==> config.mk <==
export PLATFORM = sky130hd
export DESIGN_NAME = ring_validation_timing
export DESIGN_NICKNAME = d
export VERILOG_FILES = /design/src/ring_val_pkg.sv /design/src/reg_bus_if.sv /design/src/axil_reg_slave.sv /design/src/ring_validation_timing.sv /design/src/step_tick_gen.sv
export VERILOG_INCLUDE_DIRS = /design/src
export SDC_FILE = /design/constraint.sdc
export NUM_CORES = 1
export LEC_CHECK = 0
export BUFFER_PORTS_ARGS = -buffer_cell sky130_fd_sc_hd__buf_2
export CAP_MARGIN = 20
export CELL_PAD_IN_SITES_DETAIL_PLACEMENT = 1
export CELL_PAD_IN_SITES_GLOBAL_PLACEMENT = 1
export CORE_ASPECT_RATIO = 0.5
export CORE_MARGIN = 2
export CORE_UTILIZATION = 40
export CTS_CLUSTER_DIAMETER = 60
export DETAILED_ROUTE_END_ITERATION = 7
export PLACE_DENSITY = 0.85
export SLEW_MARGIN = 15
export SYNTH_ARGS = -nofsm -noshare
export SYNTH_HDL_FRONTEND = slang
export SYNTH_SLANG_ARGS = --single-unit
==> constraint.sdc <==
create_clock -name sys_clk -period 2.6 [get_ports sys_clk]
set_clock_uncertainty 0.05 [all_clocks]
set_input_delay 0.52 -clock sys_clk [delete_from_list [all_inputs] [get_ports sys_clk]]
set_output_delay 0.52 -clock sys_clk [all_outputs]
set_load 0.05 [all_outputs]
==> src/ring_val_defines.svh <==
// ring validation constants: register indices, byte addresses, fields, resets, timing
// assumes inclusion by bare name from every design file that needs them
`ifndef RING_VAL_DEFINES_SVH
`define RING_VAL_DEFINES_SVH

// register indices and aligned byte addresses (index times four)
`define RV_IDX_SPACING 8'h16
`define RV_IDX_CTRL2 8'h17
`define RV_IDX_CTRL3 8'h18
`define RV_IDX_IRQ_STAT 8'h19
`define RV_IDX_IRQ_CLR 8'h1a
`define RV_IDX_IRQ_EN 8'h1b
`define RV_IDX_LINE_STAT 8'h1c
`define RV_ADDR_SPACING (8'(`RV_IDX_SPACING * 4))
`define RV_ADDR_CTRL2 (8'(`RV_IDX_CTRL2 * 4))
`define RV_ADDR_CTRL3 (8'(`RV_IDX_CTRL3 * 4))
`define RV_ADDR_IRQ_STAT (8'(`RV_IDX_IRQ_STAT * 4))
`define RV_ADDR_IRQ_CLR (8'(`RV_IDX_IRQ_CLR * 4))
`define RV_ADDR_IRQ_EN (8'(`RV_IDX_IRQ_EN * 4))
`define RV_ADDR_LINE_STAT (8'(`RV_IDX_LINE_STAT * 4))

// reset values
`define RV_RST_CTRL2 8'h2d
`define RV_RST_CTRL3 8'h19
`define RV_RST_SPACING 8'h00

// field positions
`define RV_DLY_HI_BIT 7
`define RV_TO_MSB 6
`define RV_TO_LSB 3
`define RV_CC_MSB 2
`define RV_CC_LSB 0
`define RV_EN_BIT 7
`define RV_AS_MSB 5
`define RV_SP_MSB 5
`define RV_DLY_LO_MSB 7
`define RV_DLY_LO_LSB 6

// interrupt status bits
`define RV_IRQ_VALID 0
`define RV_IRQ_END 1
`define RV_IRQ_HIGH 2

// timing: clock rate, step and millisecond tick
`define RV_CLK_KHZ 40000
`define RV_STEP_US 2000
`define RV_MS_US 1000
`define RV_STEP_CYCLES (`RV_STEP_US * `RV_CLK_KHZ / 1000)
`define RV_MS_CYCLES (`RV_MS_US * `RV_CLK_KHZ / 1000)

// confirmation times in ms per code
`define RV_CC0_MS 11'd100
`define RV_CC1_MS 11'd150
`define RV_CC2_MS 11'd200
`define RV_CC3_MS 11'd256
`define RV_CC4_MS 11'd384
`define RV_CC5_MS 11'd512
`define RV_CC6_MS 11'd640
`define RV_CC7_MS 11'd1024
// timeout: shortest code, then code times unit
`define RV_TO0_MS 11'd80
`define RV_TO_UNIT_LSB 7
`define RV_DLY_UNIT_LSB 8

// bus responses
`define RV_RESP_OKAY 2'b00
`define RV_RESP_SLVERR 2'b10

`endif

==> src/ring_val_pkg.sv <==
// types shared by the ring validation design
// assumes no other package
`default_nettype none
package ring_val_pkg;
   typedef enum logic [1:0] {
      S_IDLE = 2'b00,
      S_CONFIRM = 2'b01,
      S_DELAY = 2'b10,
      S_VALID = 2'b11
   } ring_state_t;
endpackage : ring_val_pkg
`default_nettype wire

==> src/reg_bus_if.sv <==
// register access carrier between bus slave and register file
// assumes one clock; strobes are one-cycle pulses
`default_nettype none
interface reg_bus_if #(parameter int ADDR_W = 8);
   logic wr_stb;
   logic wr_be;
   logic [ADDR_W-1:0] wr_addr;
   logic [7:0] wr_data;
   logic wr_hit;
   logic [ADDR_W-1:0] rd_addr;
   logic [7:0] rd_data;
   logic rd_hit;
   modport slave (output wr_stb, wr_be, wr_addr, wr_data, rd_addr,
      input wr_hit, rd_data, rd_hit);
   modport regs (input wr_stb, wr_be, wr_addr, wr_data, rd_addr,
      output wr_hit, rd_data, rd_hit);
endinterface : reg_bus_if
`default_nettype wire

==> src/axil_reg_slave.sv <==
// axi4-lite slave turning bus transfers into register strobes
// assumes register file answers hit and read data combinationally
`default_nettype none
`include "ring_val_defines.svh"
module axil_reg_slave #(
   parameter int ADDR_W = 8
) (
   input wire logic sys_clk,
   input wire logic arst_n,
   input wire logic [ADDR_W-1:0] s_awaddr,
   input wire logic s_awvalid,
   output logic s_awready,
   input wire logic [31:0] s_wdata,
   input wire logic [3:0] s_wstrb,
   input wire logic s_wvalid,
   output logic s_wready,
   output logic [1:0] s_bresp,
   output logic s_bvalid,
   input wire logic s_bready,
   input wire logic [ADDR_W-1:0] s_araddr,
   input wire logic s_arvalid,
   output logic s_arready,
   output logic [31:0] s_rdata,
   output logic [1:0] s_rresp,
   output logic s_rvalid,
   input wire logic s_rready,
   reg_bus_if.slave bus
);
   logic aw_full_r;
   logic w_full_r;
   logic [ADDR_W-1:0] aw_addr_r;
   logic [7:0] w_data_r;
   logic w_be_r;
   logic do_wr;
   logic aw_take;
   logic w_take;
   logic ar_take;

   // channel acceptance, write fires once both halves are held
   assign s_awready = !aw_full_r && !s_bvalid;
   assign s_wready = !w_full_r && !s_bvalid;
   assign s_arready = !s_rvalid;
   assign aw_take = s_awvalid && s_awready;
   assign w_take = s_wvalid && s_wready;
   assign ar_take = s_arvalid && s_arready;
   assign do_wr = aw_full_r && w_full_r && !s_bvalid;
   assign bus.wr_stb = do_wr;
   assign bus.wr_be = w_be_r;
   assign bus.wr_addr = aw_addr_r;
   assign bus.wr_data = w_data_r;
   assign bus.rd_addr = s_araddr;

   // write side holding and response
   always_ff @(posedge sys_clk or negedge arst_n) begin
      if (!arst_n) begin
         aw_full_r <= 1'b0;
         w_full_r <= 1'b0;
         aw_addr_r <= '0;
         w_data_r <= 8'h00;
         w_be_r <= 1'b0;
         s_bvalid <= 1'b0;
         s_bresp <= `RV_RESP_OKAY;
      end else begin
         if (aw_take) begin
            aw_full_r <= 1'b1;
            aw_addr_r <= s_awaddr;
         end
         if (w_take) begin
            w_full_r <= 1'b1;
            w_data_r <= s_wdata[7:0];
            w_be_r <= s_wstrb[0];
         end
         if (do_wr) begin
            aw_full_r <= 1'b0;
            w_full_r <= 1'b0;
            s_bvalid <= 1'b1;
            s_bresp <= bus.wr_hit ? `RV_RESP_OKAY : `RV_RESP_SLVERR;
         end else if (s_bvalid && s_bready) begin
            s_bvalid <= 1'b0;
         end
      end
   end

   // read answer one cycle after address
   always_ff @(posedge sys_clk or negedge arst_n) begin
      if (!arst_n) begin
         s_rvalid <= 1'b0;
         s_rdata <= 32'h0000_0000;
         s_rresp <= `RV_RESP_OKAY;
      end else if (ar_take) begin
         s_rvalid <= 1'b1;
         s_rdata <= {24'h00_0000, bus.rd_data};
         s_rresp <= bus.rd_hit ? `RV_RESP_OKAY : `RV_RESP_SLVERR;
      end else if (s_rvalid && s_rready) begin
         s_rvalid <= 1'b0;
      end
   end
endmodule : axil_reg_slave
`default_nettype wire

==> src/ring_validation_timing.sv <==
// ring validation timing: qualifies ringing from threshold-crossing events
// assumes ring_cross is an asynchronous pin, software on axi4-lite, 40 MHz sys_clk
// Overview of operation
// each rising crossing of the synchronised detector is one event
// every event loads the six-bit assertion time into a down-counting timer
// next event with timer above minimum spacing invalidates the ring
// the qualification timer steps once every 2.0 ms
// assertion time sets the highest accepted ring frequency, ten percent tolerance
// software keeps minimum spacing at most the assertion time, plus one margin
// ring valid only after frequency stays good for the confirmation time
// valid ring indicated after the selected delay, zero to 1792 ms
// ring ends when the timeout passes with no crossing
// validation runs only while the enable bit is set, in any power mode
// reserved bit six of control three carries no meaning on read
// the qualification timer holds at zero instead of wrapping
`default_nettype none
`include "ring_val_defines.svh"
module ring_validation_timing #(
   parameter int STEP_CYCLES = `RV_STEP_CYCLES,
   parameter int MS_CYCLES = `RV_MS_CYCLES,
   parameter int ADDR_W = 8
) (
   input wire logic sys_clk,
   input wire logic arst_n,
   input wire logic [ADDR_W-1:0] s_awaddr,
   input wire logic s_awvalid,
   output logic s_awready,
   input wire logic [31:0] s_wdata,
   input wire logic [3:0] s_wstrb,
   input wire logic s_wvalid,
   output logic s_wready,
   output logic [1:0] s_bresp,
   output logic s_bvalid,
   input wire logic s_bready,
   input wire logic [ADDR_W-1:0] s_araddr,
   input wire logic s_arvalid,
   output logic s_arready,
   output logic [31:0] s_rdata,
   output logic [1:0] s_rresp,
   output logic s_rvalid,
   input wire logic s_rready,
   input wire logic ring_cross,
   output logic ring_valid,
   output logic irq
);
   if (ADDR_W != 8) begin : g_bad_addr
      $error("ring_validation_timing: ADDR_W must be 8");
   end

   reg_bus_if #(.ADDR_W(ADDR_W)) bus ();
   logic step_tick;
   logic ms_tick;

   axil_reg_slave #(.ADDR_W(ADDR_W)) u_slave (
      .sys_clk(sys_clk),
      .arst_n(arst_n),
      .s_awaddr(s_awaddr),
      .s_awvalid(s_awvalid),
      .s_awready(s_awready),
      .s_wdata(s_wdata),
      .s_wstrb(s_wstrb),
      .s_wvalid(s_wvalid),
      .s_wready(s_wready),
      .s_bresp(s_bresp),
      .s_bvalid(s_bvalid),
      .s_bready(s_bready),
      .s_araddr(s_araddr),
      .s_arvalid(s_arvalid),
      .s_arready(s_arready),
      .s_rdata(s_rdata),
      .s_rresp(s_rresp),
      .s_rvalid(s_rvalid),
      .s_rready(s_rready),
      .bus(bus.slave)
   );

   step_tick_gen #(.CYCLES(STEP_CYCLES)) u_step (
      .sys_clk(sys_clk),
      .arst_n(arst_n),
      .tick(step_tick)
   );

   step_tick_gen #(.CYCLES(MS_CYCLES)) u_ms (
      .sys_clk(sys_clk),
      .arst_n(arst_n),
      .tick(ms_tick)
   );

   // software registers
   logic [7:0] ctrl2_r;
   logic [7:0] spacing_r;
   logic [5:0] assert_r;
   logic enable_r;
   logic [2:0] irq_stat_r;
   logic [2:0] irq_en_r;
   logic [2:0] irq_stat_nxt;
   logic [2:0] clr_bits;
   // line side and sequencing state
   logic sync1_r;
   logic sync2_r;
   logic sync3_r;
   logic line_evt;
   logic [5:0] qual_r;
   logic [5:0] qual_nxt;
   logic [10:0] to_r;
   logic [10:0] to_nxt;
   logic [10:0] ph_r;
   logic [10:0] ph_nxt;
   ring_val_pkg::ring_state_t st_r;
   ring_val_pkg::ring_state_t st_nxt;
   logic phase_clr;
   logic ring_valid_nxt;

   // register write decode
   logic wr_ok;
   logic wr_spacing;
   logic wr_ctrl2;
   logic wr_ctrl3;
   logic wr_clr;
   logic wr_en;
   assign wr_ok = bus.wr_stb && bus.wr_be;
   assign wr_spacing = wr_ok && (bus.wr_addr == `RV_ADDR_SPACING);
   assign wr_ctrl2 = wr_ok && (bus.wr_addr == `RV_ADDR_CTRL2);
   assign wr_ctrl3 = wr_ok && (bus.wr_addr == `RV_ADDR_CTRL3);
   assign wr_clr = wr_ok && (bus.wr_addr == `RV_ADDR_IRQ_CLR);
   assign wr_en = wr_ok && (bus.wr_addr == `RV_ADDR_IRQ_EN);
   assign bus.wr_hit = (bus.wr_addr == `RV_ADDR_SPACING) || (bus.wr_addr == `RV_ADDR_CTRL2)
      || (bus.wr_addr == `RV_ADDR_CTRL3) || (bus.wr_addr == `RV_ADDR_IRQ_STAT)
      || (bus.wr_addr == `RV_ADDR_IRQ_CLR) || (bus.wr_addr == `RV_ADDR_IRQ_EN)
      || (bus.wr_addr == `RV_ADDR_LINE_STAT);

   // read mux; clear register reads zero
   logic [7:0] ctrl3_view;
   logic [7:0] line_view;
   assign ctrl3_view = {enable_r, 1'b0, assert_r};
   assign line_view = {5'h00, ring_valid, st_r};
   assign bus.rd_data = (bus.rd_addr == `RV_ADDR_SPACING) ? spacing_r :
      (bus.rd_addr == `RV_ADDR_CTRL2) ? ctrl2_r :
      (bus.rd_addr == `RV_ADDR_CTRL3) ? ctrl3_view :
      (bus.rd_addr == `RV_ADDR_IRQ_STAT) ? {5'h00, irq_stat_r} :
      (bus.rd_addr == `RV_ADDR_IRQ_EN) ? {5'h00, irq_en_r} :
      (bus.rd_addr == `RV_ADDR_LINE_STAT) ? line_view : 8'h00;
   assign bus.rd_hit = (bus.rd_addr == `RV_ADDR_SPACING) || (bus.rd_addr == `RV_ADDR_CTRL2)
      || (bus.rd_addr == `RV_ADDR_CTRL3) || (bus.rd_addr == `RV_ADDR_IRQ_STAT)
      || (bus.rd_addr == `RV_ADDR_IRQ_CLR) || (bus.rd_addr == `RV_ADDR_IRQ_EN)
      || (bus.rd_addr == `RV_ADDR_LINE_STAT);

   // field views
   logic [5:0] min_sp;
   logic [2:0] dly_code;
   logic [3:0] to_code;
   logic [10:0] confirm_ms;
   logic [10:0] delay_ms;
   logic [10:0] timeout_ms;
   assign min_sp = spacing_r[`RV_SP_MSB:0];
   assign dly_code = {ctrl2_r[`RV_DLY_HI_BIT], spacing_r[`RV_DLY_LO_MSB:`RV_DLY_LO_LSB]};
   assign to_code = ctrl2_r[`RV_TO_MSB:`RV_TO_LSB];

   // confirmation code to milliseconds
   function automatic logic [10:0] cc_ms(input logic [2:0] code);
      case (code)
         3'h0: cc_ms = `RV_CC0_MS;
         3'h1: cc_ms = `RV_CC1_MS;
         3'h2: cc_ms = `RV_CC2_MS;
         3'h3: cc_ms = `RV_CC3_MS;
         3'h4: cc_ms = `RV_CC4_MS;
         3'h5: cc_ms = `RV_CC5_MS;
         3'h6: cc_ms = `RV_CC6_MS;
         default: cc_ms = `RV_CC7_MS;
      endcase
   endfunction : cc_ms

   assign confirm_ms = cc_ms(ctrl2_r[`RV_CC_MSB:`RV_CC_LSB]);
   assign delay_ms = {dly_code, 8'h00};
   assign timeout_ms = (to_code == 4'h0) ? `RV_TO0_MS : {to_code, 7'h00};

   // line event from synchronised detector
   assign line_evt = sync2_r && !sync3_r;

   // timer reload, 2 ms countdown, stop at zero
   assign qual_nxt = line_evt ? assert_r :
      (step_tick && qual_r != 6'h00) ? qual_r - 6'h01 : qual_r;

   // frequency check and silence timeout
   logic too_high;
   logic timed_out;
   assign too_high = enable_r && line_evt && st_r != ring_val_pkg::S_IDLE
      && qual_r > min_sp;
   assign timed_out = enable_r && st_r != ring_val_pkg::S_IDLE && to_r >= timeout_ms;
   assign to_nxt = line_evt ? 11'h000 : (ms_tick && to_r != 11'h7ff) ? to_r + 11'h001 : to_r;
   assign ph_nxt = phase_clr ? 11'h000 : (ms_tick && ph_r != 11'h7ff) ? ph_r + 11'h001 : ph_r;

   // qualification sequence
   always_comb begin
      st_nxt = st_r;
      phase_clr = 1'b0;
      case (st_r)
         ring_val_pkg::S_IDLE: begin
            phase_clr = 1'b1;
            if (line_evt) begin
               st_nxt = ring_val_pkg::S_CONFIRM;
            end
         end
         ring_val_pkg::S_CONFIRM: begin
            if (ph_r >= confirm_ms) begin
               st_nxt = (delay_ms == 11'h000) ? ring_val_pkg::S_VALID : ring_val_pkg::S_DELAY;
               phase_clr = 1'b1;
            end
         end
         ring_val_pkg::S_DELAY: begin
            if (ph_r >= delay_ms) begin
               st_nxt = ring_val_pkg::S_VALID;
            end
         end
         ring_val_pkg::S_VALID: begin
            st_nxt = ring_val_pkg::S_VALID;
         end
         default: begin
            st_nxt = ring_val_pkg::S_IDLE;
         end
      endcase
      if (!enable_r || too_high || timed_out) begin
         st_nxt = ring_val_pkg::S_IDLE;
         phase_clr = 1'b1;
      end
   end

   // sticky status, set wins over clear
   assign ring_valid_nxt = (st_nxt == ring_val_pkg::S_VALID);
   assign clr_bits = wr_clr ? bus.wr_data[2:0] : 3'h0;
   assign irq_stat_nxt = (irq_stat_r & ~clr_bits)
      | {too_high, timed_out, ring_valid_nxt && !ring_valid};
   assign irq = |(irq_stat_r & irq_en_r);

   // pin synchroniser
   always_ff @(posedge sys_clk or negedge arst_n) begin
      if (!arst_n) begin
         sync1_r <= 1'b0;
         sync2_r <= 1'b0;
         sync3_r <= 1'b0;
      end else begin
         sync1_r <= ring_cross;
         sync2_r <= sync1_r;
         sync3_r <= sync2_r;
      end
   end

   // software registers
   always_ff @(posedge sys_clk or negedge arst_n) begin
      if (!arst_n) begin
         ctrl2_r <= `RV_RST_CTRL2;
         spacing_r <= `RV_RST_SPACING;
         assert_r <= 6'(`RV_RST_CTRL3);
         enable_r <= 1'(`RV_RST_CTRL3 >> `RV_EN_BIT);
         irq_en_r <= 3'h0;
      end else begin
         if (wr_ctrl2) ctrl2_r <= bus.wr_data;
         if (wr_spacing) spacing_r <= bus.wr_data;
         if (wr_ctrl3) assert_r <= bus.wr_data[`RV_AS_MSB:0];
         if (wr_ctrl3) enable_r <= bus.wr_data[`RV_EN_BIT];
         if (wr_en) irq_en_r <= bus.wr_data[2:0];
      end
   end

   // sequencing state
   always_ff @(posedge sys_clk or negedge arst_n) begin
      if (!arst_n) begin
         qual_r <= 6'h00;
         to_r <= 11'h000;
         ph_r <= 11'h000;
         st_r <= ring_val_pkg::S_IDLE;
         ring_valid <= 1'b0;
         irq_stat_r <= 3'h0;
      end else begin
         qual_r <= qual_nxt;
         to_r <= to_nxt;
         ph_r <= ph_nxt;
         st_r <= st_nxt;
         ring_valid <= ring_valid_nxt;
         irq_stat_r <= irq_stat_nxt;
      end
   end
endmodule : ring_validation_timing
`default_nettype wire

==> src/step_tick_gen.sv <==
// free-running tick: one-cycle pulse every CYCLES clocks
// assumes sys_clk and asynchronous active-low reset
`default_nettype none
module step_tick_gen #(
   parameter int CYCLES = 40000
) (
   input wire logic sys_clk,
   input wire logic arst_n,
   output logic tick
);
   localparam int W = $clog2(CYCLES + 1);
   logic [W-1:0] cnt_r;
   logic [W-1:0] cnt_nxt;
   logic tick_nxt;

   if (CYCLES < 2) begin : g_bad_cycles
      $error("step_tick_gen: CYCLES must be at least 2");
   end

   // wrap at the period end
   assign tick_nxt = (cnt_r == W'(CYCLES - 1));
   assign cnt_nxt = tick_nxt ? '0 : cnt_r + W'(1);

   // counter and registered tick
   always_ff @(posedge sys_clk or negedge arst_n) begin
      if (!arst_n) begin
         cnt_r <= '0;
         tick <= 1'b0;
      end else begin
         cnt_r <= cnt_nxt;
         tick <= tick_nxt;
      end
   end
endmodule : step_tick_gen
`default_nettype wire

# ---- Yosys cells after proc, flatten, opt, wreduce, memory -nomap -nowiden
# Index checks and enable logic that the tools add are counted.
dict set report op_classes {
  add_sub_neg 5
  order_cmp 4
  eq_ne 28
  muxes 36
  n_bitwise 4
  n_reduce_logical 60
}
# operator n
set op_table {}
lappend op_table {{$eq 8x7->1 const B} 14}
lappend op_table {{$pmux 11 s7} 1}
lappend op_table {{$mux 11} 5}
lappend op_table {{$ge 11x11->1} 3}
lappend op_table {{$logic_and 1x1->1} 25}
lappend op_table {{$mux 8} 3}
lappend op_table {{$add 11x1->11 const B} 2}
lappend op_table {{$ne 11x11->1 const B} 2}
lappend op_table {{$add 17x1->17 const B} 1}
lappend op_table {{$eq 17x17->1 const B} 1}
lappend op_table {{$mux 17} 1}
lappend op_table {{$add 16x1->16 const B} 1}
lappend op_table {{$eq 16x16->1 const B} 1}
lappend op_table {{$mux 16} 1}
lappend op_table {{$reduce_bool 2->1} 8}
lappend op_table {{$logic_or 1x1->1} 14}
lappend op_table {{$mux 2} 6}
lappend op_table {{$mux 3} 4}
lappend op_table {{$mux 6} 2}
lappend op_table {{$logic_not 11->1} 1}
lappend op_table {{$mux 1} 11}
lappend op_table {{$eq 3x3->1 const B} 3}
lappend op_table {{$pmux 2 s4} 1}
lappend op_table {{$logic_not 1->1} 7}
lappend op_table {{other kinds (15)} 19}
dict set report word_totals {
  ff_bits 131
  output_inout_bits 43
  elab_cells 165
}

# ---- Longest topological paths before layout
# Gate-level depths: netlist (run 1).
dict set report depth {
  word_depth 11
  depth_mapped 12
  ltp_nobuf 10
}

# ---- Hierarchy
# From an unflattened synthesis (run 1), not the netlist that was laid out.
dict set report hier_totals {
  cells_unflattened 672
  hier_area_um2 7049.3
}
# module n_inst cells_per_inst area_each_um2 seq_area_each_um2
set modules_own_cells {}
lappend modules_own_cells {ring_validation_timing 1 414 4010.1 1585.3}
lappend modules_own_cells {axil_reg_slave 1 113 1467.7 775.7}
lappend modules_own_cells {{step_tick_gen (u_step)} 1 75 803.3 450.4}
lappend modules_own_cells {{step_tick_gen (u_ms)} 1 70 768.2 425.4}

# ---- Least setup slack after synthesis (run 1)
# Ideal clock, no wire load.
dict set report synth_timing {
  kind {flip-flop to flip-flop}
  start {register u_slave.s_bvalid}
  end {register u_slave.aw_addr_r[0], in the netlist u_slave.bus.wr_addr[0]}
  setup_ps 125
  arrival_time_ps 2225
  t_required_ps 2425
  slack_ps 200
  stages_incl_launch_ff 5
  period_less_slack_ps 2400
  path_cell_list {dfrtp_1 nor2_1 and2_1 clkbuf_1 mux2_2}
}
dict set report synth_via {
  elab_chain_cells 3
}
# item line_no
set synth_lines {}
lappend synth_lines {{from (decl)} axil_reg_slave.sv:18} ;# output logic s_bvalid,
lappend synth_lines {{from (signal assigned)} axil_reg_slave.sv:61} ;# s_bvalid <= 1'b0;
lappend synth_lines {{from (signal assigned)} axil_reg_slave.sv:76} ;# s_bvalid <= 1'b1;
lappend synth_lines {{from (signal assigned)} axil_reg_slave.sv:79} ;# s_bvalid <= 1'b0;
lappend synth_lines {{$logic_not 1->1} axil_reg_slave.sv:40} ;# assign s_awready = !aw_full_r && !s_bvalid;
lappend synth_lines {{$logic_and 1x1->1} axil_reg_slave.sv:40}
lappend synth_lines {{via s_awready} ring_validation_timing.sv:27} ;# output logic s_awready,
lappend synth_lines {{$logic_and 1x1->1} axil_reg_slave.sv:43} ;# assign aw_take = s_awvalid && s_awready;
lappend synth_lines {{to (signal assigned)} axil_reg_slave.sv:66} ;# aw_addr_r <= s_awaddr;
lappend synth_lines {{to (decl)} axil_reg_slave.sv:31} ;# logic [ADDR_W-1:0] aw_addr_r;
# The timed path passes the listed nets, and every way through them passes these cells.
# A chain may end at the register's enable or synchronous reset.

# ---- Worst setup path after layout (run 1)
dict set report layout_timing {
  start {register ctrl2_r[5]}
  end {register ph_r[2]}
}
dict set report layout_via {
  elab_chain_cells 7
  elab_cells_between_ends 8
  classes_between {order compare (1); mux (3); reduce/logical (4)}
}
# item line_no
set layout_lines {}
lappend layout_lines {{from (decl)} ring_validation_timing.sv:90} ;# logic [7:0] ctrl2_r;
lappend layout_lines {{from (signal assigned)} ring_validation_timing.sv:251} ;# ctrl2_r <= `RV_RST_CTRL2;
lappend layout_lines {{from (signal assigned)} ring_validation_timing.sv:257} ;# if (wr_ctrl2) ctrl2_r <= bus.wr_data;
lappend layout_lines {{$logic_not 4->1} ring_validation_timing.sv:175} ;# assign timeout_ms = (to_code == 4'h0) ? `RV_TO0_MS : {to_code, 7'h00};
lappend layout_lines {{$mux 11 (*)} ring_validation_timing.sv:175}
lappend layout_lines {{$ge 11x11->1 (*)} ring_validation_timing.sv:189} ;# assign timed_out = enable_r && st_r != ring_val_pkg::S_IDLE && to_r >= timeout_ms;
lappend layout_lines {{$logic_and 1x1->1 (*)} ring_validation_timing.sv:189}
lappend layout_lines {{$logic_or 1x1->1 (*)} ring_validation_timing.sv:222} ;# if (!enable_r || too_high || timed_out) begin
lappend layout_lines {{$mux 1 (*)} ring_validation_timing.sv:222}
lappend layout_lines {{$mux 11 or $reduce_bool 2->1 (tied branches)} --}
lappend layout_lines {{to (signal assigned)} ring_validation_timing.sv:277} ;# ph_r <= ph_nxt;
lappend layout_lines {{to (decl)} ring_validation_timing.sv:107} ;# logic [10:0] ph_r;
# Mark *: on every way between the ends. The rest lies on a longest branch, timed or not.

==> results of run 1 <==
## layer usage
| layer | vias to the layer above | global-route usage | share of wire |
|---|---|---|---|
| met1 | 2637 | 0.254 | 0.43 |
| li1 | 2373 | - | - |
| met5 | - | 0 | 0 |
| met3 | 31 | 0.0427 | 0.045 |
| met2 | 152 | 0.398 | 0.50 |
| met4 | 0 | 0.0741 | 0.018 |
## kinds of logic (layout without fill, tap and decap cells)
logic type	after synthesis	count (layout)
other cells	1	26
buf+inv	78	135
fa+ha+maj	32	32
simple gates	234	234
xor+xnor	48	48
compound gates	98	99
flops	129	129
mux	37	37
## metrics by stage
| step | TNS [ns] | hold WS (ns) | cells | setup WS (ns) |
|---|---|---|---|---|
| 3_5_place_dp | -0.0301 | 0.303 | 930 | -0.0301 |
| 6_report | -1.21 | 0.0187 | 967 | -0.107 |
| 2_1_floorplan | 0 | 0.174 | 682 | 0.200 |
| 5_1_grt | -1.96 | 0.0328 | 967 | -0.173 |
| 4_1_cts | -0.256 | 0.0305 | 963 | -0.0533 |
| 3_3_place_gp | 0 | 0.285 | 930 | 0.0741 |
## where the power goes
group / internal, mW / switching (mW)
clock network: 1.54 / 0.942
logic: 0.385 / 0.601
registers: 2.24 / 0.283
## critical path: cells and delay by family (launching register included)
kind | cells | cell delay [ns]
AOI/OAI and AO/OA | 4 | 1.20
adders and majority gates | 1 | 0.29
buffers and inverters | 1 | 0.07
DFF | 1 | 0.54
and+or+nand+nor | 3 | 0.47
## sequential cells by signal, indices dropped and copies added, names as in the netlist, 2 cells and up
name	count
u_step.cnt_r	17
u_ms.cnt_r	16
u_slave.s_rdata	8
u_slave.bus.wr_data	8
spacing_r	8
to_r	11
irq_stat_r	3
ph_r	11
qual_r	6
st_r	2
u_slave.bus.wr_addr	8
ctrl2_r	8
irq_en_r	3
assert_r	6
## final timing paths
kind / from / endpoint / slack [ns] / depth (start not counted)
setup / recovery: ctrl2_r[5] / ph_r[2] / -0.11 / 9
hold / removal: arst_n / u_ms.tick / 0.02 / 1
setup reg to reg: ctrl2_r[5] / ph_r[2] / -0.11 / 9
hold reg to reg: sync1_r / sync2_r / 0.33 / 0
max in group asynchronous: arst_n / u_ms.cnt_r[12] / 1.80 / 2
min in group sys_clk: ring_cross / sync1_r / 0.15 / 1
## placed cells by master, fill, tap and decap left out, drive strengths merged, types with 4 or more instances in the layout
| master | count |
|---|---|
| dfrtp | 122 |
| inv | 42 |
| ha | 32 |
| mux2 | 36 |
| nor2 | 60 |
| nand4 | 12 |
| a222oi | 4 |
| xor2 | 25 |
| o21ai | 35 |
| conb | 26 |
| nand3 | 21 |
| buf | 63 |
| or3 | 5 |
| clkinvlp | 4 |
| a21oi | 20 |
| nor4 | 9 |
| a21o | 4 |
| dfstp | 7 |
| clkbuf | 20 |
| nor3 | 9 |
| nor2b | 11 |
| xnor2 | 23 |
| nand2 | 75 |
| a22o | 8 |
| and3 | 9 |
## Yosys cell counts, types with 5 or more instances
cell type and instances:
ha_1 32, buf_4 26, nand4_1 12, or3_1 5
mux2_2 36, and3_1 8, dfrtp_1 122, xor2_1 25
nor3_1 9, nand2_1 75, nor4_1 7, a21oi_1 19
a22o_1 8, nor2b_1 11, nand3_1 21, o21ai_0 34
nor2_1 60, dfstp_2 7, inv_1 40, xnor2_1 23
clkbuf_1 10
## layout make-up
type                            instances  area [sq um]  area share
Clock buffer                           20           447      0.0570
Multi-Input combinational cell        476          3190       0.407
Tap cell                              227           284      0.0362
Sequential cell                       129          3240       0.413
Clock inverter                         12           156      0.0199
Timing Repair Buffer                   63           378      0.0482
Inverter                               40           150      0.0191
## timing repair
action / CTS / global route
pin swaps: 3 / 1
buffers inserted: 1 / 3
gates resized for setup: 1 / 7
setup endpoints to repair: 13 / 13
cloned: 0 / 1
==> impl_metrics.env, run 1 <==
export IMPL_ys_warn_count=0
export IMPL_synth_seq_cells=129
export IMPL_fin_crit_sh=1.04
export IMPL_maxSlewViolCount=0
export IMPL_crit_type="register to register"
export IMPL_die_height_microns=95.4
export IMPL_path_max_fanout=6
export IMPL_grtUsageTotal=0.215
export IMPL_endpoint_kind="register"
export IMPL_place_congestion=0.806
export IMPL_ctsRootBufferMaster="clkbuf_16"
export IMPL_syn_cell_area_sq_um=6680
export IMPL_synth_top_area_frac=0.457
export IMPL_synth_top_family_by_area="simple AND/OR/NAND/NOR gates"
export IMPL_vdd_drop_max_v=0.000502
export IMPL_p_leak_nw=3.61
export IMPL_synthArstFlopShare=1.00
export IMPL_cts_buffers=17
export IMPL_insertion_delay_ns=0.42
export IMPL_antenna_cells=0
export IMPL_grt_first_pass_wirelength_microns=29700
export IMPL_viasPerCell=5.37
export IMPL_routedWlPerCell_microns=19.4
export IMPL_setup_violations_final=13
export IMPL_rsz0062_at_grt="true"
export IMPL_drv_cap=0
export IMPL_synth_area_leaders="dfrtp_1, mux2_2, ha_1"
export IMPL_finalHoldViolations=0
export IMPL_required_ns=2.90
export IMPL_setup_ws_ns=-0.107
export IMPL_hpwl_microns=12200
export IMPL_p_total_mw=5.98
export IMPL_drc=0
export IMPL_slew_headroom=0.553
export IMPL_synth_xor_area_frac=0.0629
export IMPL_synthFlopType="dfrtp_1"
export IMPL_drt_total_wl_microns=18800
export IMPL_place_area_sq_um=7160
export IMPL_fin_util=0.480
export IMPL_synth_edf_count=0
export IMPL_grt_pass1_vias=5549
export IMPL_grt_max_degree=59
export IMPL_n_fill_cell=1846
export IMPL_h_tree_depth=4
export IMPL_cts_sinks=129
export IMPL_ant_nets=0
export IMPL_cts_tree="built"
export IMPL_synth_cells=657
export IMPL_drtIter0Drc=368
export IMPL_critPathLaunchType="register"
export IMPL_timing_fmax_mhz=369
export IMPL_worst_slew_pin_transition_ns=0.665
export IMPL_max_stage_delay_ns=0.54
export IMPL_synth_compound_gate_area_share=0.0989
export IMPL_core_area_sq_um=16400
export IMPL_num_rows=33
export IMPL_synth_mux_area_frac=0.0622
export IMPL_status="finished, violations left"
export IMPL_drt_pass1_iter_count=4
export IMPL_crit_arrival_ns=3.00
export IMPL_start_util=0.409
export IMPL_fin_nets=819
export IMPL_layout_area_overhead_vs_synth_pct=17.4
export IMPL_cts_clk_slew_worst_paths_ns=0.06
export IMPL_num_vias=5193
export IMPL_violations="setup timing"
export IMPL_worstHoldPathType="primary input to asynchronous set/reset pin"
export IMPL_yosys_area_share_simple=0.172
export IMPL_path_cells="inv_1 > nand4_1 > ha_1 > nor4bb_1 > a221o_1 > a31o_1 > a211oi_2 > a21bo_4 > nor2_1"
export IMPL_die_w_microns=187
export IMPL_synthAdderAreaFrac=0.0599
export IMPL_drive_gt1_frac=0.214
export IMPL_ys_seq_area_frac=0.484
export IMPL_grt_antenna_before_repair=0
export IMPL_io_buffers=49
export IMPL_cts_hold_buf=0
export IMPL_cellPowerDensity_nw_per_um2=763
export IMPL_yosysTopAreaCell="dfrtp_1"
export IMPL_clk_path_buf_depth=2
export IMPL_gr_total_overflow=0
export IMPL_fin_area_sq_um=7840
export IMPL_slowest_stage="dfstp_2"
export IMPL_fin_crit_ns=2.71
export IMPL_synth_cell_type_count=61
export IMPL_die_area_sq_um=17800
export IMPL_syn_avg_cell_area_sq_um=10.2
export IMPL_ioPinCount=103
(Power assumes the default switching activity.)
==> inputs of run 2 (changes only) <==
SETUP_SLACK_MARGIN = 0.1   (was not set)
==> run 2 against run 1 <==
Effect of this change:
- the flow still finishes with violations (setup timing)
- global-route usage increased by 0.45 points
- sequential power is essentially flat
- wire length up 3.5%
- sequential share of layout area is 0.36 points lower
- critical path depth up 1
- critical endpoint is now ph_r[6]
- largest power group unchanged
==> impl_metrics.env, run 2 (synthesis results as in run 1) <==
export IMPL_cts_buffers=17
export IMPL_reg_top3="u_step.cnt_r x17, u_ms.cnt_r x16"
export IMPL_largest_reg_flops=17
export IMPL_ant_nets=0
export IMPL_required_ns=2.89
export IMPL_hpwl_microns=12200
export IMPL_insertion_delay_ns=0.42
export IMPL_status="finished, violations left"
export IMPL_drc=0
export IMPL_timing_fmax_mhz=371
export IMPL_intPower_mw=4.17
export IMPL_drive_gt1_frac=0.230
export IMPL_setup_ws_ns=-0.0983
export IMPL_drv_cap=0
export IMPL_max_stage_delay_ns=0.56
export IMPL_power_frac_seq=0.420
export IMPL_vdd_drop_max_v=0.000355
export IMPL_finalHoldViolations=0
export IMPL_clk_path_buf_depth=2
export IMPL_num_rows=33
export IMPL_fin_area_sq_um=7910
export IMPL_crit_arrival_ns=2.99
export IMPL_dp_worst_setup_slack_ns=-0.0301
export IMPL_regMostFlops="u_step.cnt_r"
export IMPL_mostFrequentLayoutCell="dfrtp_1"
export IMPL_grt_pass1_vias=5604
export IMPL_core_area_sq_um=16400
export IMPL_io_buffers=49
export IMPL_gr_total_overflow=0
export IMPL_die_w_microns=187
export IMPL_fin_util=0.484
export IMPL_cp_startpoint="ctrl2_r[3]"
export IMPL_fin_nets=823
export IMPL_num_vias=5229
export IMPL_drtIter0Drc=294
export IMPL_fin_crit_ns=2.70
export IMPL_viasPerCell=5.39
export IMPL_ioPinCount=103
export IMPL_die_height_microns=95.4
export IMPL_crit_top_cell="inv_2"
export IMPL_maxSlewViolCount=0
export IMPL_ctsRootBufferMaster="clkbuf_16"
export IMPL_slew_headroom=0.555
export IMPL_slowest_stage="dfstp_2"
export IMPL_path_max_fanout=6
export IMPL_grt_antenna_before_repair=0
export IMPL_h_tree_depth=4
export IMPL_grtUsageTotal=0.219
export IMPL_hold_slack_ns=0.0172
export IMPL_place_congestion=0.806
export IMPL_power_frac_comb=0.168
export IMPL_cts_clk_slew_worst_paths_ns=0.06
export IMPL_worstHoldPathType="primary input to asynchronous set/reset pin"
export IMPL_path_cells="inv_2 > nand4_1 > inv_2 > ha_4 > nor4bb_4 > a221o_1 > a31o_1 > a211oi_2 > a21bo_4 > nor2_1"
export IMPL_layout_area_overhead_vs_synth_pct=18.4
export IMPL_p_leak_nw=3.63
export IMPL_routedWlPerCell_microns=20.0
export IMPL_fin_crit_sh=1.04
export IMPL_place_area_sq_um=7160
export IMPL_worst_slew_pin_transition_ns=0.662
export IMPL_cellPowerDensity_nw_per_um2=759
export IMPL_cts_tree="built"
export IMPL_cts_sinks=129
export IMPL_p_sw_mw=1.84
export IMPL_r2r_start="ctrl2_r[3]"
export IMPL_die_area_sq_um=17800
export IMPL_layout_common_cells="dfrtp_1, nand2_1, nor2_1, buf_2, mux2_2"
export IMPL_grt_first_pass_wirelength_microns=30100
export IMPL_start_util=0.409
export IMPL_drt_total_wl_microns=19400
export IMPL_rsz0062_at_grt="true"
export IMPL_violations="setup timing"
export IMPL_crit_type="register to register"
export IMPL_setup_violations_final=12
export IMPL_grt_max_degree=59
export IMPL_sw_frac_of_total=0.306
export IMPL_drt_pass1_iter_count=4
export IMPL_endpoint_kind="register"
export IMPL_clockPowerShare=0.413
export IMPL_antenna_cells=0
export IMPL_critPathLaunchType="register"
-- run 2: cell count changes in the layout (fill, tap and decap cells not counted), moves of 2 or more --
cell	change
nor2_2	+2
inv_2	+3
inv_1	-3
buf_4	+4
nor2_1	-2
-- run 2: power groups by stage --
stage | logic, mW | registers (mW) | clock network, mW
4_1_cts | 0.987 | 2.51 | 2.49
5_1_grt | 1.09 | 2.55 | 2.61
6_report | 1.01 | 2.52 | 2.48
2_1_floorplan | 0.676 | 2.49 | 0
3_5_place_dp | 0.954 | 2.54 | 0
3_3_place_gp | 0.900 | 2.51 | 0
-- run 2: through the flow --
stage,power [mW],setup TNS [ns],cells
after floorplan,3.17,0,682
after global placement,3.42,0,930
after detailed placement,3.49,-0.0301,930
after CTS,5.99,-0.106,967
after global routing,6.25,-1.93,971
final,6.00,-0.969,971
-- run 2: final timing paths --
| path | cells past startpoint | slack, ns | end |
|---|---|---|---|
| setup / recovery | 10 | -0.1 | ph_r[6] |
| hold / removal | 1 | 0.02 | u_ms.tick |
| setup reg to reg | 10 | -0.1 | ph_r[6] |
| hold reg to reg | 0 | 0.33 | sync2_r |
| max in group asynchronous | 2 | 1.80 | u_slave.bus.wr_addr[0] |
| min in group sys_clk | 1 | 0.15 | sync1_r |
-- run 2: critical path, delay by kind of cell (launching register included) --
| family | cells | cell delay [ns] |
|---|---|---|
| AOI/OAI and AO/OA | 4 | 1.22 |
| adders and majority gates | 1 | 0.22 |
| buffers and inverters | 2 | 0.13 |
| DFF | 1 | 0.56 |
| and+or+nand+nor | 3 | 0.44 |
-- run 2: area by class of cell --
type                    count  area (sq um)
fillers                  1847          8440
flip-flops and latches    129          3240
multi-input cells         476          3230
clock buffers              20           447
repair buffers             67           408
well taps                 227           284
clock inverters            12           156
inverters                  40           150
-- run 2: routing by layer --
layer	routed length, microns	global-route usage	part of all wire	vias to the layer above
li1	-	-	-	2383
met1	8380	0.256	0.43	2684
met2	9830	0.409	0.51	131
met3	844	0.0467	0.043	31
met4	378	0.0734	0.019	0
met5	0	0	0	-
-- run 2: repair_timing --
action | in CTS | in global routing
gates resized for setup | 5 | 13
cloned | 0 | 1
endpoints found under the setup margin | 14 | 23
pin swaps | 3 | 3
hold buffers | 0 | 0
buffers inserted | 5 | 3
==> inputs of run 3 (changes only) <==
PLACE_DENSITY = not set   (was 0.85)
PLACE_DENSITY_LB_ADDON = 0.1   (was not set)
==> run 3 against run 2 <==
Effect of this change:
- total power fell by 5.4%
- the flow now finishes without violations
- largest power group unchanged
- sequential share of layout area rose by 0.66 points
- non-clock buffer count fell by 5
- count of clock-buffer cells in the layout rose by 1
==> impl_metrics.env, run 3 (synthesis results as in run 1) <==
export IMPL_status="completed"
export IMPL_fin_crit_ns=2.53
export IMPL_r2r_start="ctrl2_r[2]"
export IMPL_p_leak_nw=3.59
export IMPL_rsz0062_at_grt="true"
export IMPL_largest_reg_flops=17
export IMPL_mostFrequentLayoutCell="dfrtp_1"
export IMPL_grt_pass1_vias=5004
export IMPL_viasPerCell=5.12
export IMPL_maxSlewViolCount=0
export IMPL_p_total_mw=5.68
export IMPL_slowest_stage="o211ai_1"
export IMPL_endpoint="ph_r[8]"
export IMPL_drv_cap=0
export IMPL_fin_area_sq_um=7780
export IMPL_cp_startpoint="ctrl2_r[2]"
export IMPL_insertion_delay_ns=0.42
export IMPL_num_rows=33
export IMPL_place_congestion=0.782
export IMPL_core_area_sq_um=16400
export IMPL_io_buffers=49
export IMPL_slew_headroom=0.577
export IMPL_crit_arrival_ns=2.78
export IMPL_finalHoldViolations=0
export IMPL_cellPowerDensity_nw_per_um2=730
export IMPL_critPathLaunchType="register"
export IMPL_ctsRootBufferMaster="clkbuf_16"
export IMPL_worst_slew_pin_transition_ns=0.632
export IMPL_antenna_cells=0
export IMPL_required_ns=2.85
export IMPL_n_fill_cell=1862
export IMPL_gr_total_overflow=0
export IMPL_path_depth=7
export IMPL_place_area_sq_um=7180
export IMPL_r2r_end="ph_r[8]"
export IMPL_rr_worst_depth=7
export IMPL_timing_fmax_mhz=395
export IMPL_cts_buffers=17
export IMPL_reg2reg_slack_ns=0.07
export IMPL_dp_worst_setup_slack_ns=0.0286
export IMPL_routedWlPerCell_microns=16.1
export IMPL_crit_type="register to register"
export IMPL_fin_crit_sh=0.973
export IMPL_cts_sinks=129
export IMPL_vdd_drop_max_v=0.000577
export IMPL_critPathTopFamily="compound AO/OA/AOI/OAI gates"
export IMPL_path_cells="or3_1 > ha_1 > nand4_1 > o211a_1 > o211ai_1 > a21bo_4 > nor2_1"
export IMPL_tns_ns=0
export IMPL_cts_hold_buf=0
export IMPL_regMostFlops="u_step.cnt_r"
export IMPL_ant_nets=0
export IMPL_hold_slack_ns=0.00755
export IMPL_grtUsageTotal=0.186
export IMPL_die_area_sq_um=17800
export IMPL_setup_violations_final=0
export IMPL_drive_gt1_frac=0.210
export IMPL_grt_antenna_before_repair=0
export IMPL_drt_pass1_iter_count=4
export IMPL_die_w_microns=187
export IMPL_clk_path_buf_depth=2
export IMPL_layout_common_cells="dfrtp_1, nand2_1, nor2_1, buf_2, inv_1"
export IMPL_grt_max_degree=54
export IMPL_endpoint_kind="register"
export IMPL_cts_tree="built"
export IMPL_drc=0
export IMPL_critPathBufInv=0
export IMPL_grt_first_pass_wirelength_microns=25800
export IMPL_reg_top3="u_step.cnt_r x17, u_ms.cnt_r x16"
export IMPL_ioPinCount=103
export IMPL_drtIter0Drc=206
export IMPL_cts_clk_slew_worst_paths_ns=0.06
export IMPL_start_util=0.409
export IMPL_die_height_microns=95.4
export IMPL_worstHoldPathType="primary input to asynchronous set/reset pin"
export IMPL_num_vias=4947
export IMPL_h_tree_depth=4
export IMPL_layout_area_overhead_vs_synth_pct=16.5
export IMPL_hpwl_microns=11300
export IMPL_max_stage_delay_ns=0.54
export IMPL_setup_ws_ns=0.0705
export IMPL_drt_total_wl_microns=15500
export IMPL_fin_nets=818
export IMPL_path_max_fanout=9
==> run 3: cell count changes in the layout (fill, tap and decap cells not counted), sizes merged <==
cell	change
bufinv	-3
clkbuf	+1
clkinv	+2
buf	-5
==> run 3: metal layers <==
layer / vias to the layer above / wire length (microns) / GRT usage
met1: 2463 / 7590 / 0.254
li1: 2373 / - / -
met4: 0 / 204 / 0.0728
met2: 94 / 6900 / 0.292
met3: 17 / 831 / 0.0420
met5: - / 0 / 0
==> run 3: worst min path at each step <==
| stage | slack (ns) | endpoint | cells after the start |
|---|---|---|---|
| finish | 0.008 | u_ms.cnt_r[11] | 1 |
| CTS | 0.01 | u_ms.cnt_r[12] | 1 |
| global placement | 0.30 | sync2_r | 0 |
| detailed placement | 0.30 | sync2_r | 0 |
| floorplan | 0.17 | assert_r[1] | 0 |
| global route | 0.02 | u_ms.cnt_r[11] | 1 |
==> run 3: layout make-up <==
cell class              instances  area [sq um]  share of cell area
clock inverters                11          80.1              0.0103
inverters                      40           150              0.0193
repair buffers                 62           370              0.0476
flip-flops and latches        129          3240               0.416
clock buffers                  21           470              0.0604
well taps                     227           284              0.0365
multi-input cells             476          3190               0.410
==> run 3: timing repair <==
| item | in CTS | in global routing |
|---|---|---|
| endpoints found under the setup margin | 13 | 13 |
| pin swaps | 3 | 7 |
| setup buffers | 0 | 1 |
| hold endpoints to repair | 0 | 0 |
| cloned | 0 | 1 |
| gates resized for setup | 1 | 6 |
==> run 3: power by group <==
group          leakage [nW]  switching (mW)  internal [mW]
Sequential             1.69           0.260           2.24
Clock                 0.262           0.933           1.30
Combinational          1.64           0.570          0.383
==> run 3: through the flow <==
step | std cells | utilization
2_1_floorplan | 682 | -
3_3_place_gp | 932 | 0.439
3_5_place_dp | 932 | 0.439
4_1_cts | 964 | 0.473
5_1_grt | 966 | 0.476
6_report | 966 | 0.476
